==> src/rtl/ipid_defs.vh <==
// register offsets, field positions and reset values of the interrupt pending identifier
`ifndef IPID_DEFS_VH
`define IPID_DEFS_VH

`define IPID_NUM_MODULES     6
`define IPID_SRCS_PER_MODULE 8
`define IPID_SYS_SRCS        4

`define IPID_ADDR_W          4
`define IPID_DATA_W          32
`define IPID_REG_W           8

`define IPID_OFS_IDENT       4'h0
`define IPID_OFS_STATUS      4'h4
`define IPID_OFS_MASK        4'h8

`define IPID_BIT_RSVD        6
`define IPID_BIT_SYS         7

`define IPID_IDENT_RESET     8'h00
`define IPID_STATUS_RESET    8'h00
`define IPID_MASK_RESET      8'h00
`define IPID_RSVD_MASK       8'h40
`define IPID_UNMAPPED_DATA   32'h00000000

`endif

==> src/rtl/ipid_identifier.v <==
// interrupt pending identifier with its avalon-mm register slave
//
// Decided for this implementation: the register offsets and register access over Avalon-MM.
`timescale 1ns/1ps
`include "ipid_defs.vh"

// Function
// Bits zero to five each show whether peripheral module zero to five has an interrupt pending.
// Bit seven shows a pending interrupt from system-level sources such as the watchdog.
// A module bit is set only when some source in that module is enabled and flagged.
// A module bit clears once all its sources are disabled or have their flags cleared.
// The identification register is zero after any reset and is read-only.
// Bit six is unused and always reads as zero.
// Writes to the identification register are ignored and its bits follow the sources.
module ipid_identifier #(
   parameter NMOD = `IPID_NUM_MODULES,
   parameter NSRC = `IPID_SRCS_PER_MODULE,
   parameter NSYS = `IPID_SYS_SRCS
) (
   input  wire                       mclk,
   input  wire                       reset,
   input  wire [NMOD*NSRC-1:0]       mod_src_enable,
   input  wire [NMOD*NSRC-1:0]       mod_src_flag,
   input  wire [NSYS-1:0]            sys_src_enable,
   input  wire [NSYS-1:0]            sys_src_flag,
   input  wire [`IPID_ADDR_W-1:0]    avs_address,
   input  wire                       avs_read,
   input  wire                       avs_write,
   input  wire [`IPID_DATA_W-1:0]    avs_writedata,
   input  wire [3:0]                 avs_byteenable,
   output reg  [`IPID_DATA_W-1:0]    avs_readdata,
   output wire                       avs_waitrequest,
   output wire [`IPID_REG_W-1:0]     interrupt_identification,
   output wire                       module0_pending,
   output wire                       module1_pending,
   output wire                       module2_pending,
   output wire                       module3_pending,
   output wire                       module4_pending,
   output wire                       module5_pending,
   output wire                       system_pending,
   output reg                        irq
);

   wire [NMOD-1:0]             mod_pend;
   wire                        sys_pend;
   wire [`IPID_REG_W-1:0]      ident_d;
   reg  [`IPID_REG_W-1:0]      ident_q;
   wire [`IPID_REG_W-1:0]      rise;
   reg  [`IPID_REG_W-1:0]      status_q;
   reg  [`IPID_REG_W-1:0]      status_d;
   reg  [`IPID_REG_W-1:0]      mask_q;
   reg  [`IPID_REG_W-1:0]      mask_d;
   reg                         ack_q;
   wire                        ack_d;
   wire                        req;
   wire                        wr_take;
   wire                        rd_load;
   reg                         sel_ident;
   reg                         sel_status;
   reg                         sel_mask;
   reg  [`IPID_DATA_W-1:0]     rdata_d;
   wire [`IPID_REG_W-1:0]      wr_byte;
   wire                        irq_d;

   genvar g;

   // one reducer per peripheral module
   // enabled and flagged
   // clears with last source
   generate
      for (g = 0; g < NMOD; g = g + 1) begin : g_mod
         ipid_pend_reduce #(
            .W (NSRC)
         ) u_red (
            .src_enable (mod_src_enable[g*NSRC +: NSRC]),
            .src_flag   (mod_src_flag[g*NSRC +: NSRC]),
            .pending    (mod_pend[g])
         );
      end
   endgenerate

   // system sources
   ipid_pend_reduce #(
      .W (NSYS)
   ) u_sys (
      .src_enable (sys_src_enable),
      .src_flag   (sys_src_flag),
      .pending    (sys_pend)
   );

   // module bits low
   // system bit on top
   // reserved bit zero
   // module bits beyond the module count, and bit six, read zero
   generate
      for (g = 0; g < `IPID_REG_W; g = g + 1) begin : g_ident
         if (g < NMOD && g < `IPID_BIT_RSVD) begin : g_mod_bit
            assign ident_d[g] = mod_pend[g];
         end else if (g == `IPID_BIT_SYS) begin : g_sys_bit
            assign ident_d[g] = sys_pend;
         end else begin : g_zero_bit
            assign ident_d[g] = 1'b0;
         end
      end
   endgenerate

   // registered so the read mux and the status edge detector share one
   // settled copy per clock; costs one cycle of latency
   // follows sources each clock
   // zero on reset
   always @(posedge mclk) begin
      if (reset) begin
         ident_q <= `IPID_IDENT_RESET;
      end else begin
         ident_q <= ident_d & ~`IPID_RSVD_MASK;
      end
   end

   assign interrupt_identification = ident_q;
   assign module0_pending          = ident_q[0];
   assign module1_pending          = ident_q[1];
   assign module2_pending          = ident_q[2];
   assign module3_pending          = ident_q[3];
   assign module4_pending          = ident_q[4];
   assign module5_pending          = ident_q[5];
   assign system_pending           = ident_q[`IPID_BIT_SYS];

   // a new pending bit is an event for the sticky status
   assign rise = ident_d & ~ident_q & ~`IPID_RSVD_MASK;

   // bus handshake: waitrequest high in the first cycle, low in the second
   // exactly one wait state, so read data load while waiting and stand at
   // the answer edge; a back-to-back request starts a fresh wait
   assign req             = avs_read | avs_write;
   assign ack_d           = req & ~ack_q;
   assign avs_waitrequest = req & ~ack_q;
   assign wr_take         = avs_write & ack_q;
   assign rd_load         = avs_read & ~ack_q;
   // only byte lane 0 reaches the registers
   assign wr_byte         = avs_byteenable[0] ? avs_writedata[7:0] : 8'h00;

   always @(posedge mclk) begin
      if (reset) begin
         ack_q <= 1'b0;
      end else begin
         ack_q <= ack_d;
      end
   end

   // address decode
   // the identification offset has no write path, so writes there fall away
   always @* begin
      sel_ident  = 1'b0;
      sel_status = 1'b0;
      sel_mask   = 1'b0;
      if (avs_address == `IPID_OFS_IDENT) begin
         sel_ident = 1'b1;
      end else if (avs_address == `IPID_OFS_STATUS) begin
         sel_status = 1'b1;
      end else if (avs_address == `IPID_OFS_MASK) begin
         sel_mask = 1'b1;
      end
   end

   // sticky status: write one clears, a new event wins over the clear
   // bit six is forced low here too, so no path can ever set it
   always @* begin
      status_d = status_q;
      if (wr_take && sel_status) begin
         status_d = status_q & ~wr_byte;
      end
      status_d = (status_d | rise) & ~`IPID_RSVD_MASK;
   end

   always @* begin
      mask_d = mask_q;
      if (wr_take && sel_mask) begin
         mask_d = wr_byte & ~`IPID_RSVD_MASK;
      end
   end

   always @(posedge mclk) begin
      if (reset) begin
         status_q <= `IPID_STATUS_RESET;
         mask_q   <= `IPID_MASK_RESET;
      end else begin
         status_q <= status_d;
         mask_q   <= mask_d;
      end
   end

   // read mux; R7: ident writes dropped
   always @* begin
      rdata_d = `IPID_UNMAPPED_DATA;
      if (sel_ident) begin
         rdata_d = {24'h000000, ident_q};
      end else if (sel_status) begin
         rdata_d = {24'h000000, status_q};
      end else if (sel_mask) begin
         rdata_d = {24'h000000, mask_q};
      end
   end

   // read data captured in the waiting cycle, stands at the answer edge
   always @(posedge mclk) begin
      if (reset) begin
         avs_readdata <= `IPID_UNMAPPED_DATA;
      end else if (rd_load) begin
         avs_readdata <= rdata_d;
      end
   end

   // next-state values let a mask write or a clear act at its own edge
   assign irq_d = |(status_d & mask_d);

   always @(posedge mclk) begin
      if (reset) begin
         irq <= 1'b0;
      end else begin
         irq <= irq_d;
      end
   end

endmodule // ipid_identifier

==> src/rtl/ipid_pend_reduce.v <==
// reduction of one module's enable and flag vectors into a pending level
`timescale 1ns/1ps

module ipid_pend_reduce #(
   parameter W = 8
) (
   input  wire [W-1:0] src_enable,
   input  wire [W-1:0] src_flag,
   output wire         pending
);

   // enabled and flagged
   // clears with last source
   assign pending = |(src_enable & src_flag);

endmodule // ipid_pend_reduce
==> config.mk <==
export PLATFORM = sky130hd
export DESIGN_NAME = ipid_identifier
export DESIGN_NICKNAME = d
export VERILOG_FILES = /design/src/rtl/ipid_identifier.v /design/src/rtl/ipid_pend_reduce.v
export VERILOG_INCLUDE_DIRS = /design/src /design/src/rtl
export SDC_FILE = /design/constraint.sdc
export NUM_CORES = 1
export LEC_CHECK = 0
export ABC_CLOCK_PERIOD_IN_PS = 2210
export BUFFER_PORTS_ARGS = -buffer_cell sky130_fd_sc_hd__buf_4
export CORE_AREA = 2 2 75 77
export DETAILED_ROUTE_END_ITERATION = 12
export DIE_AREA = 0 0 77 79
export HOLD_SLACK_MARGIN = 0.15
export PLACE_DENSITY_LB_ADDON = 0.15
export SYNTH_ARGS = -nofsm -noshare
export SYNTH_HDL_FRONTEND = slang
export SYNTH_SLANG_ARGS = --single-unit
==> constraint.sdc <==
create_clock -name mclk -period 2.21 [get_ports mclk]
set_clock_uncertainty 0.05 [all_clocks]
set_input_delay 0.1105 -clock mclk [delete_from_list [all_inputs] [get_ports mclk]]
set_output_delay 0.1105 -clock mclk [all_outputs]
set_load 0.05 [all_outputs]
==> results of run 1 <==
==> flip-flops by register name, indices dropped and copies added, names as in the netlist <==
register	count
status_q	7
avs_readdata	7
irq	1
mask_q	7
interrupt_identification	7
ack_q	1
==> worst max-delay path: cells and delay by family (launching register included) <==
family | cells | cell delay (ns)
compound gates | 4 | 0.84
flops | 1 | 0.37
simple gates | 1 | 0.35
==> repair_timing <==
action                                  in CTS  in global routing
endpoints found under the hold margin        2                  0
hold buffers                                 4                  0
endpoints found under the setup margin       0                  0
resized for setup                            0                  0
==> synth_stat cells (all sizes together), types with 5 or more instances <==
cell type	instances
nor2b	6
nor3	6
o21ai	10
dfxtp	30
and4	6
nor2	28
clkbuf	5
buf	37
nand2	14
a22oi	32
mux2i	7
==> metal layers <==
layer	vias to the layer above	GRT usage (%)	part of all wire, %
li1	994	-	-
met1	892	20.7	41
met2	92	28.3	49
met3	5	4.55	8.9
met4	0	5.36	1.3
met5	-	0	0
==> path summary, 6_finish.rpt <==
kind | to | cells after the start
worst max-delay path | irq | 5
worst min-delay path | avs_readdata[2] | 2
worst max register to register | irq | 5
worst min register to register | ack_q | 1
==> where the power goes <==
group	leakage (nW)	total [mW]	internal [mW]	switching, mW
registers	0.247	0.586	0.567	0.0187
logic	1.11	0.514	0.224	0.290
clock network	0.0431	0.434	0.239	0.194
==> area by class of cell <==
class | instances | area [µm²]
well taps | 72 | 90.1
fillers | 542 | 2450
clock buffers | 6 | 82.6
repair buffers | 147 | 1110
inverters | 1 | 3.75
flip-flops and latches | 30 | 601
multi-input cells | 165 | 997
==> cells in the final DEF, fill, tap and decap left out, types with 2 or more instances in the layout <==
cell and count:
nand2_1 13, nand2b_1 2, and4_1 6, and2_1 2, dfxtp_1 30, nand4_1 4, dlygate4sd3_1 4, conb_1 26
o22a_1 2, a2bb2oi_1 4, clkbuf_8 6, mux2i_1 7, o21ai_0 2, buf_4 143, nor2_1 28, nor3_1 5
a22oi_1 31, nor2b_1 5, a21oi_1 4, o21ai_1 8
==> cells by family after synthesis <==
| kind of cell | count (synthesis) | synth area share, % |
|---|---|---|
| buffers and inverters | 43 | 16.3 |
| AOI/OAI and AO/OA | 60 | 24.4 |
| muxes | 8 | 4.74 |
| DFF | 30 | 33.4 |
| other | 1 | 0.209 |
| and+or+nand+nor | 71 | 20.9 |
==> impl_results.md, run 1 <==
* Number of max-cap violations at 0
* P_leak at 1.40 nW
* Worst EP required at around 2.3 ns
* Number of flops mapped to enable cells by yosys at 0
* DP Wirelength at between 4 and 5 mm
* Full die area at 0.00608 mm²
* CP Launch Point: ack_q
* Critical Path AT at 1.84 ns
* PwrDens at 531 mW/mm²
* Proportion of synthesized chip area in sequential cells at between 30 and 40%
* Gr ovfl total at 0
* Wirelength, routed at 5.18 mm
* Die height at 79 µm
* # placed instances at 411
* Synth warn at 0
* Total GRT Usage at 16.7%
* Largest net degree at the start of global routing at 31
* Predominant post-synthesis flop cell: dfxtp_1
* Non-filler cells, final at 421
* CP Capture Type: flop
* Area share of the largest cell type after synthesis at 33.4%
* Starting Density at between 30% and 40%
* Post-synth ARST share at 0%
* Synth area leaders: dfxtp_1, buf_4, a22oi_1
* Maximum VDD drop at 217 µV
* Final setup violation count at 0
* Crit-path max FO at 7
* Finished Cell Area at 0.00289 mm²
* Drt pass-1 iters at 4
* Vias per cell at 4.71
* CTS Buf Count at 5
* Worst hold path startpoint: reset
* Min-delay worst type: primary input to flop
* Cell Area, Placed at around 0.0028 mm²
* Slowest CP cell: o41ai_1
* Antenna cells at 0
* Die Span X at 77 µm
* Initial antenna violation count at 0
* Syn Inst Count at 213
* RSZ-0062 raised after global routing: no
* Layout Utilization at 54.1%
* Max frequency at between 0.5 and 0.6 GHz
* CTS Buffer Depth at 2
* CP max stage delay at between 0.4 and 0.5 ns
* Number of setup buffers added after CTS at 0
* Worst-Skew Late Latency at 0.28 ns
* Wire per inst at 12.3 µm
* I/O Pins at slightly below 200
* PnR Total Power at 1.53 mW
* Crit share post-route at 78.7%
* Vias at about 2,000
* Nets at 498
* Clk pin slew, worst setup/hold paths at 0.06 ns
* Layout cells sized above 1 at 44.4%
* P&R area growth vs syn at 60.7%
* Dominant cell type by area after synthesis: dfxtp_1
* First-pass GRT wire length at 8.20 mm
* Crit path time final at 1.74 ns
* TNS Setup at 0 ns
* Depth of the CTS H-tree at 2
* Iter 0 DRT Violations at 86
* CP Cell Sequence: nand4bb_1, o41ai_1, o21ai_1, a22oi_2, a41oi_1
* Gpl congestion at 0.759
* Synth Register Bits at 30
* Pre-CTS WS at 0.445 ns
* Fin. Hold Viols at 0
* Final Hold Slack at 0.150 ns
* Root Buffer Master: clkbuf_8
* Rows at 27
* Final Worst Setup Slack at 0.471 ns
* Mapped cell area at 0.00180 mm²
* Final ANT Viol Nets at 0
* CTS tree: done
* Core Area at about 0.0053 mm²
* Crit Path Class: flop to flop
* Buffers on Ports at 142
* Synth Area per Inst at 8.44 µm²
* Slew Viols, Final at 0
* Outcome: completed
* CTS sink cnt at 30
* Startpoint types: flop
* Reg2Reg Setup Slack at 0.47 ns
* Vias in the first global route at 1,846
* Synth cell types at 37
* DRC at 0
* Worst reg2reg path startpoint: ack_q
(Power assumes the default switching activity.)
==> inputs of run 2 (changes only) <==
--- a/config.mk
+++ b/config.mk
@@ -6,11 +6,10 @@
 export SDC_FILE = /design/constraint.sdc
 export NUM_CORES = 1
 export LEC_CHECK = 0
-export ABC_CLOCK_PERIOD_IN_PS = 2210
+export ABC_CLOCK_PERIOD_IN_PS = 1400
 export BUFFER_PORTS_ARGS = -buffer_cell sky130_fd_sc_hd__buf_4
-export CORE_AREA = 2 2 75 77
+export CORE_UTILIZATION = 31
 export DETAILED_ROUTE_END_ITERATION = 12
-export DIE_AREA = 0 0 77 79
 export HOLD_SLACK_MARGIN = 0.15
 export PLACE_DENSITY_LB_ADDON = 0.15
 export SYNTH_ARGS = -nofsm -noshare
==> constraint.sdc (replaced) <==
create_clock -name mclk -period 1.4 [get_ports mclk]
set_clock_uncertainty 0.05 [all_clocks]
set_input_delay 0.07 -clock mclk [delete_from_list [all_inputs] [get_ports mclk]]
set_output_delay 0.07 -clock mclk [all_outputs]
set_load 0.05 [all_outputs]
==> impl_results.md, run 2 (synthesized netlist as in run 1, its figures left out) <==
* Outcome: finished, violations left (was completed)
* Failing checks: setup timing
* CTS sink cnt at 30 (unchanged)
* Depth of the CTS H-tree at 2 (unchanged)
* Crit Path Class: flop to flop (unchanged)
* Number of max-cap violations at 0 (unchanged)
* Worst-Skew Late Latency at 0.28 ns (about the same)
* Vias in the first global route at 1,998 (was 1,846)
* CTS tree: done (unchanged)
* Die height at 78.1 µm (was 79 µm)
* DP Wirelength at 4.35 mm (was 4.17 mm)
* Min-delay worst type: primary input to flop (unchanged)
* PnR Total Power at 2.65 mW (was 1.53 mW)
* Final Worst Setup Slack at -0.146 ns (was 0.471 ns)
* Critical Path AT at 1.64 ns (was 1.84 ns)
* CTS Buf Count at 5 (unchanged)
* Crit-path max FO at 7 (unchanged)
* Final ANT Viol Nets at 0 (unchanged)
* CTS Hold Buffers Added at 14 (was 4)
* Final setup violation count at 1 (was 0)
* Cell Area, Placed at 0.00286 mm² (was 0.00277 mm²)
* Max frequency at 0.647 GHz (was 0.575 GHz)
* Gpl congestion at 0.844 (was 0.759)
* I/O Pins at 197 (unchanged)
* Largest net degree at the start of global routing at 31 (unchanged)
* PwrDens at 841 mW/mm² (was 531 mW/mm²)
* Buffers on Ports at 142 (unchanged)
* Final Hold Slack at 0.00655 ns (was 0.150 ns)
* Rows at 27 (unchanged)
* Wire per inst at 12.0 µm (was 12.3 µm)
* Worst EP required at 1.50 ns (was 2.31 ns)
* Crit share post-route at 110% (was 78.7%)
* Startpoint types: flop (unchanged)
* Vias at 2,088 (was 1,983)
* Clk pin slew, worst setup/hold paths at 0.07 ns (was 0.06 ns)
* Iter 0 DRT Violations at 90 (was 86)
* P_leak at 1.53 nW (was 1.40 nW)
* Most common cell after layout, fill and taps aside: buf_4 (unchanged)
* Starting Density at 32.4% (was 33.7%)
* RSZ-0062 raised after global routing: yes (was no)
* Antenna cells at 0 (unchanged)
* DRC at 0 (unchanged)
* P&R area growth vs syn at 75.5% (was 60.7%)
* Vias per cell at 4.68 (was 4.71)
* Wirelength, routed at 5.36 mm (was 5.18 mm)
* CTS Buffer Depth at 2 (unchanged)
* Finished Cell Area at 0.00315 mm² (was 0.00289 mm²)
* Core Area at 0.00554 mm² (was 0.00534 mm²)
* Initial antenna violation count at 0 (unchanged)
* Drt pass-1 iters at 4 (unchanged)
* Full die area at 0.00610 mm² (was 0.00608 mm²)
* Total GRT Usage at 16.9% (was 16.7%)
* Crit path time final at 1.55 ns (was 1.74 ns)
* Most frequent cells in the layout: buf_4, a22oi_1, dfxtp_1 (unchanged)
* First-pass GRT wire length at 8.21 mm (was 8.20 mm)
* Root Buffer Master: clkbuf_8 (unchanged)
* Gr ovfl total at 0 (unchanged)
* Nets at 521 (was 498)
* Slew Viols, Final at 0 (unchanged)
* Die Span X at 78.1 µm (was 77 µm)
* Maximum VDD drop at 431 µV (was 217 µV)
* Layout cells sized above 1 at 46.8% (was 44.4%)
* CP Capture Type: flop (unchanged)
* Fin. Hold Viols at 0 (unchanged)
run 2: cell types whose count changed in the layout (fill, tap and decap cells not counted), moves of 2 or more:
cell,change
a2bb2oi_1,-2
a2bb2oi_2,+2
buf_4,+13
clkinv_2,+2
dlygate4sd3_1,+10
run 2: final timing paths:
path	startpoint	to	slack [ns]	depth (start not counted)
setup / recovery	ack_q	irq	-0.15	5
hold / removal	sys_src_enable[2]	interrupt_identification[7]	0.007	3
setup reg to reg	ack_q	irq	-0.15	5
hold reg to reg	status_q[2]	status_q[2]	0.47	2
run 2: timing repair:
action                                  in CTS  in global routing
setup buffers                                0                  0
pin swaps                                    1                  0
endpoints found under the setup margin       1                 10
resized for setup                            1                  4
endpoints found under the hold margin       28                  1
run 2: routing by layer:
layer  track usage, %  share of wire, %  wire length [µm]  up-vias
li1                 -                 -                 -     1045
met1             19.6                40              2130      948
met2             30.1                52              2800       89
met3             4.07               6.6               355        6
met4             6.11               1.3                71        0
met5                0                 0                 0        -
run 2: through the flow:
| stage | setup WS, ns | TNS, ns | cells | utilization, % |
|---|---|---|---|---|
| 3_5_place_dp | -0.132 | -0.132 | 424 | 51.7 |
| 5_1_grt | -0.220 | -0.295 | 446 | 56.9 |
| 3_3_place_gp | -0.0545 | -0.0545 | 424 | 51.7 |
| 4_1_cts | -0.125 | -0.125 | 446 | 56.3 |
| 2_1_floorplan | -0.0162 | -0.0162 | 238 | - |
| 6_report | -0.146 | -0.146 | 446 | 56.9 |
run 2: critical path, stage by stage (launching register included):
cell      delay, ns
dfxtp_2        0.36
and4bb_4       0.30
nand2_4        0.09
mux2_4         0.32
a22oi_2        0.15
a41oi_1        0.12
run 2: final cells by class:
type	count	area, µm²
fill	550	2390
multi-input combinational	165	1040
clock inverter	3	40.0
inverter	1	3.75
sequential	30	602
clock buffer	5	68.8
tap	72	90.1
timing repair buffer	170	1310
run 2: report_power, final:
group          total, mW  internal [mW]  switching (mW)
logic              0.872          0.400           0.472
clock network      0.853          0.523           0.330
registers          0.927          0.895          0.0323
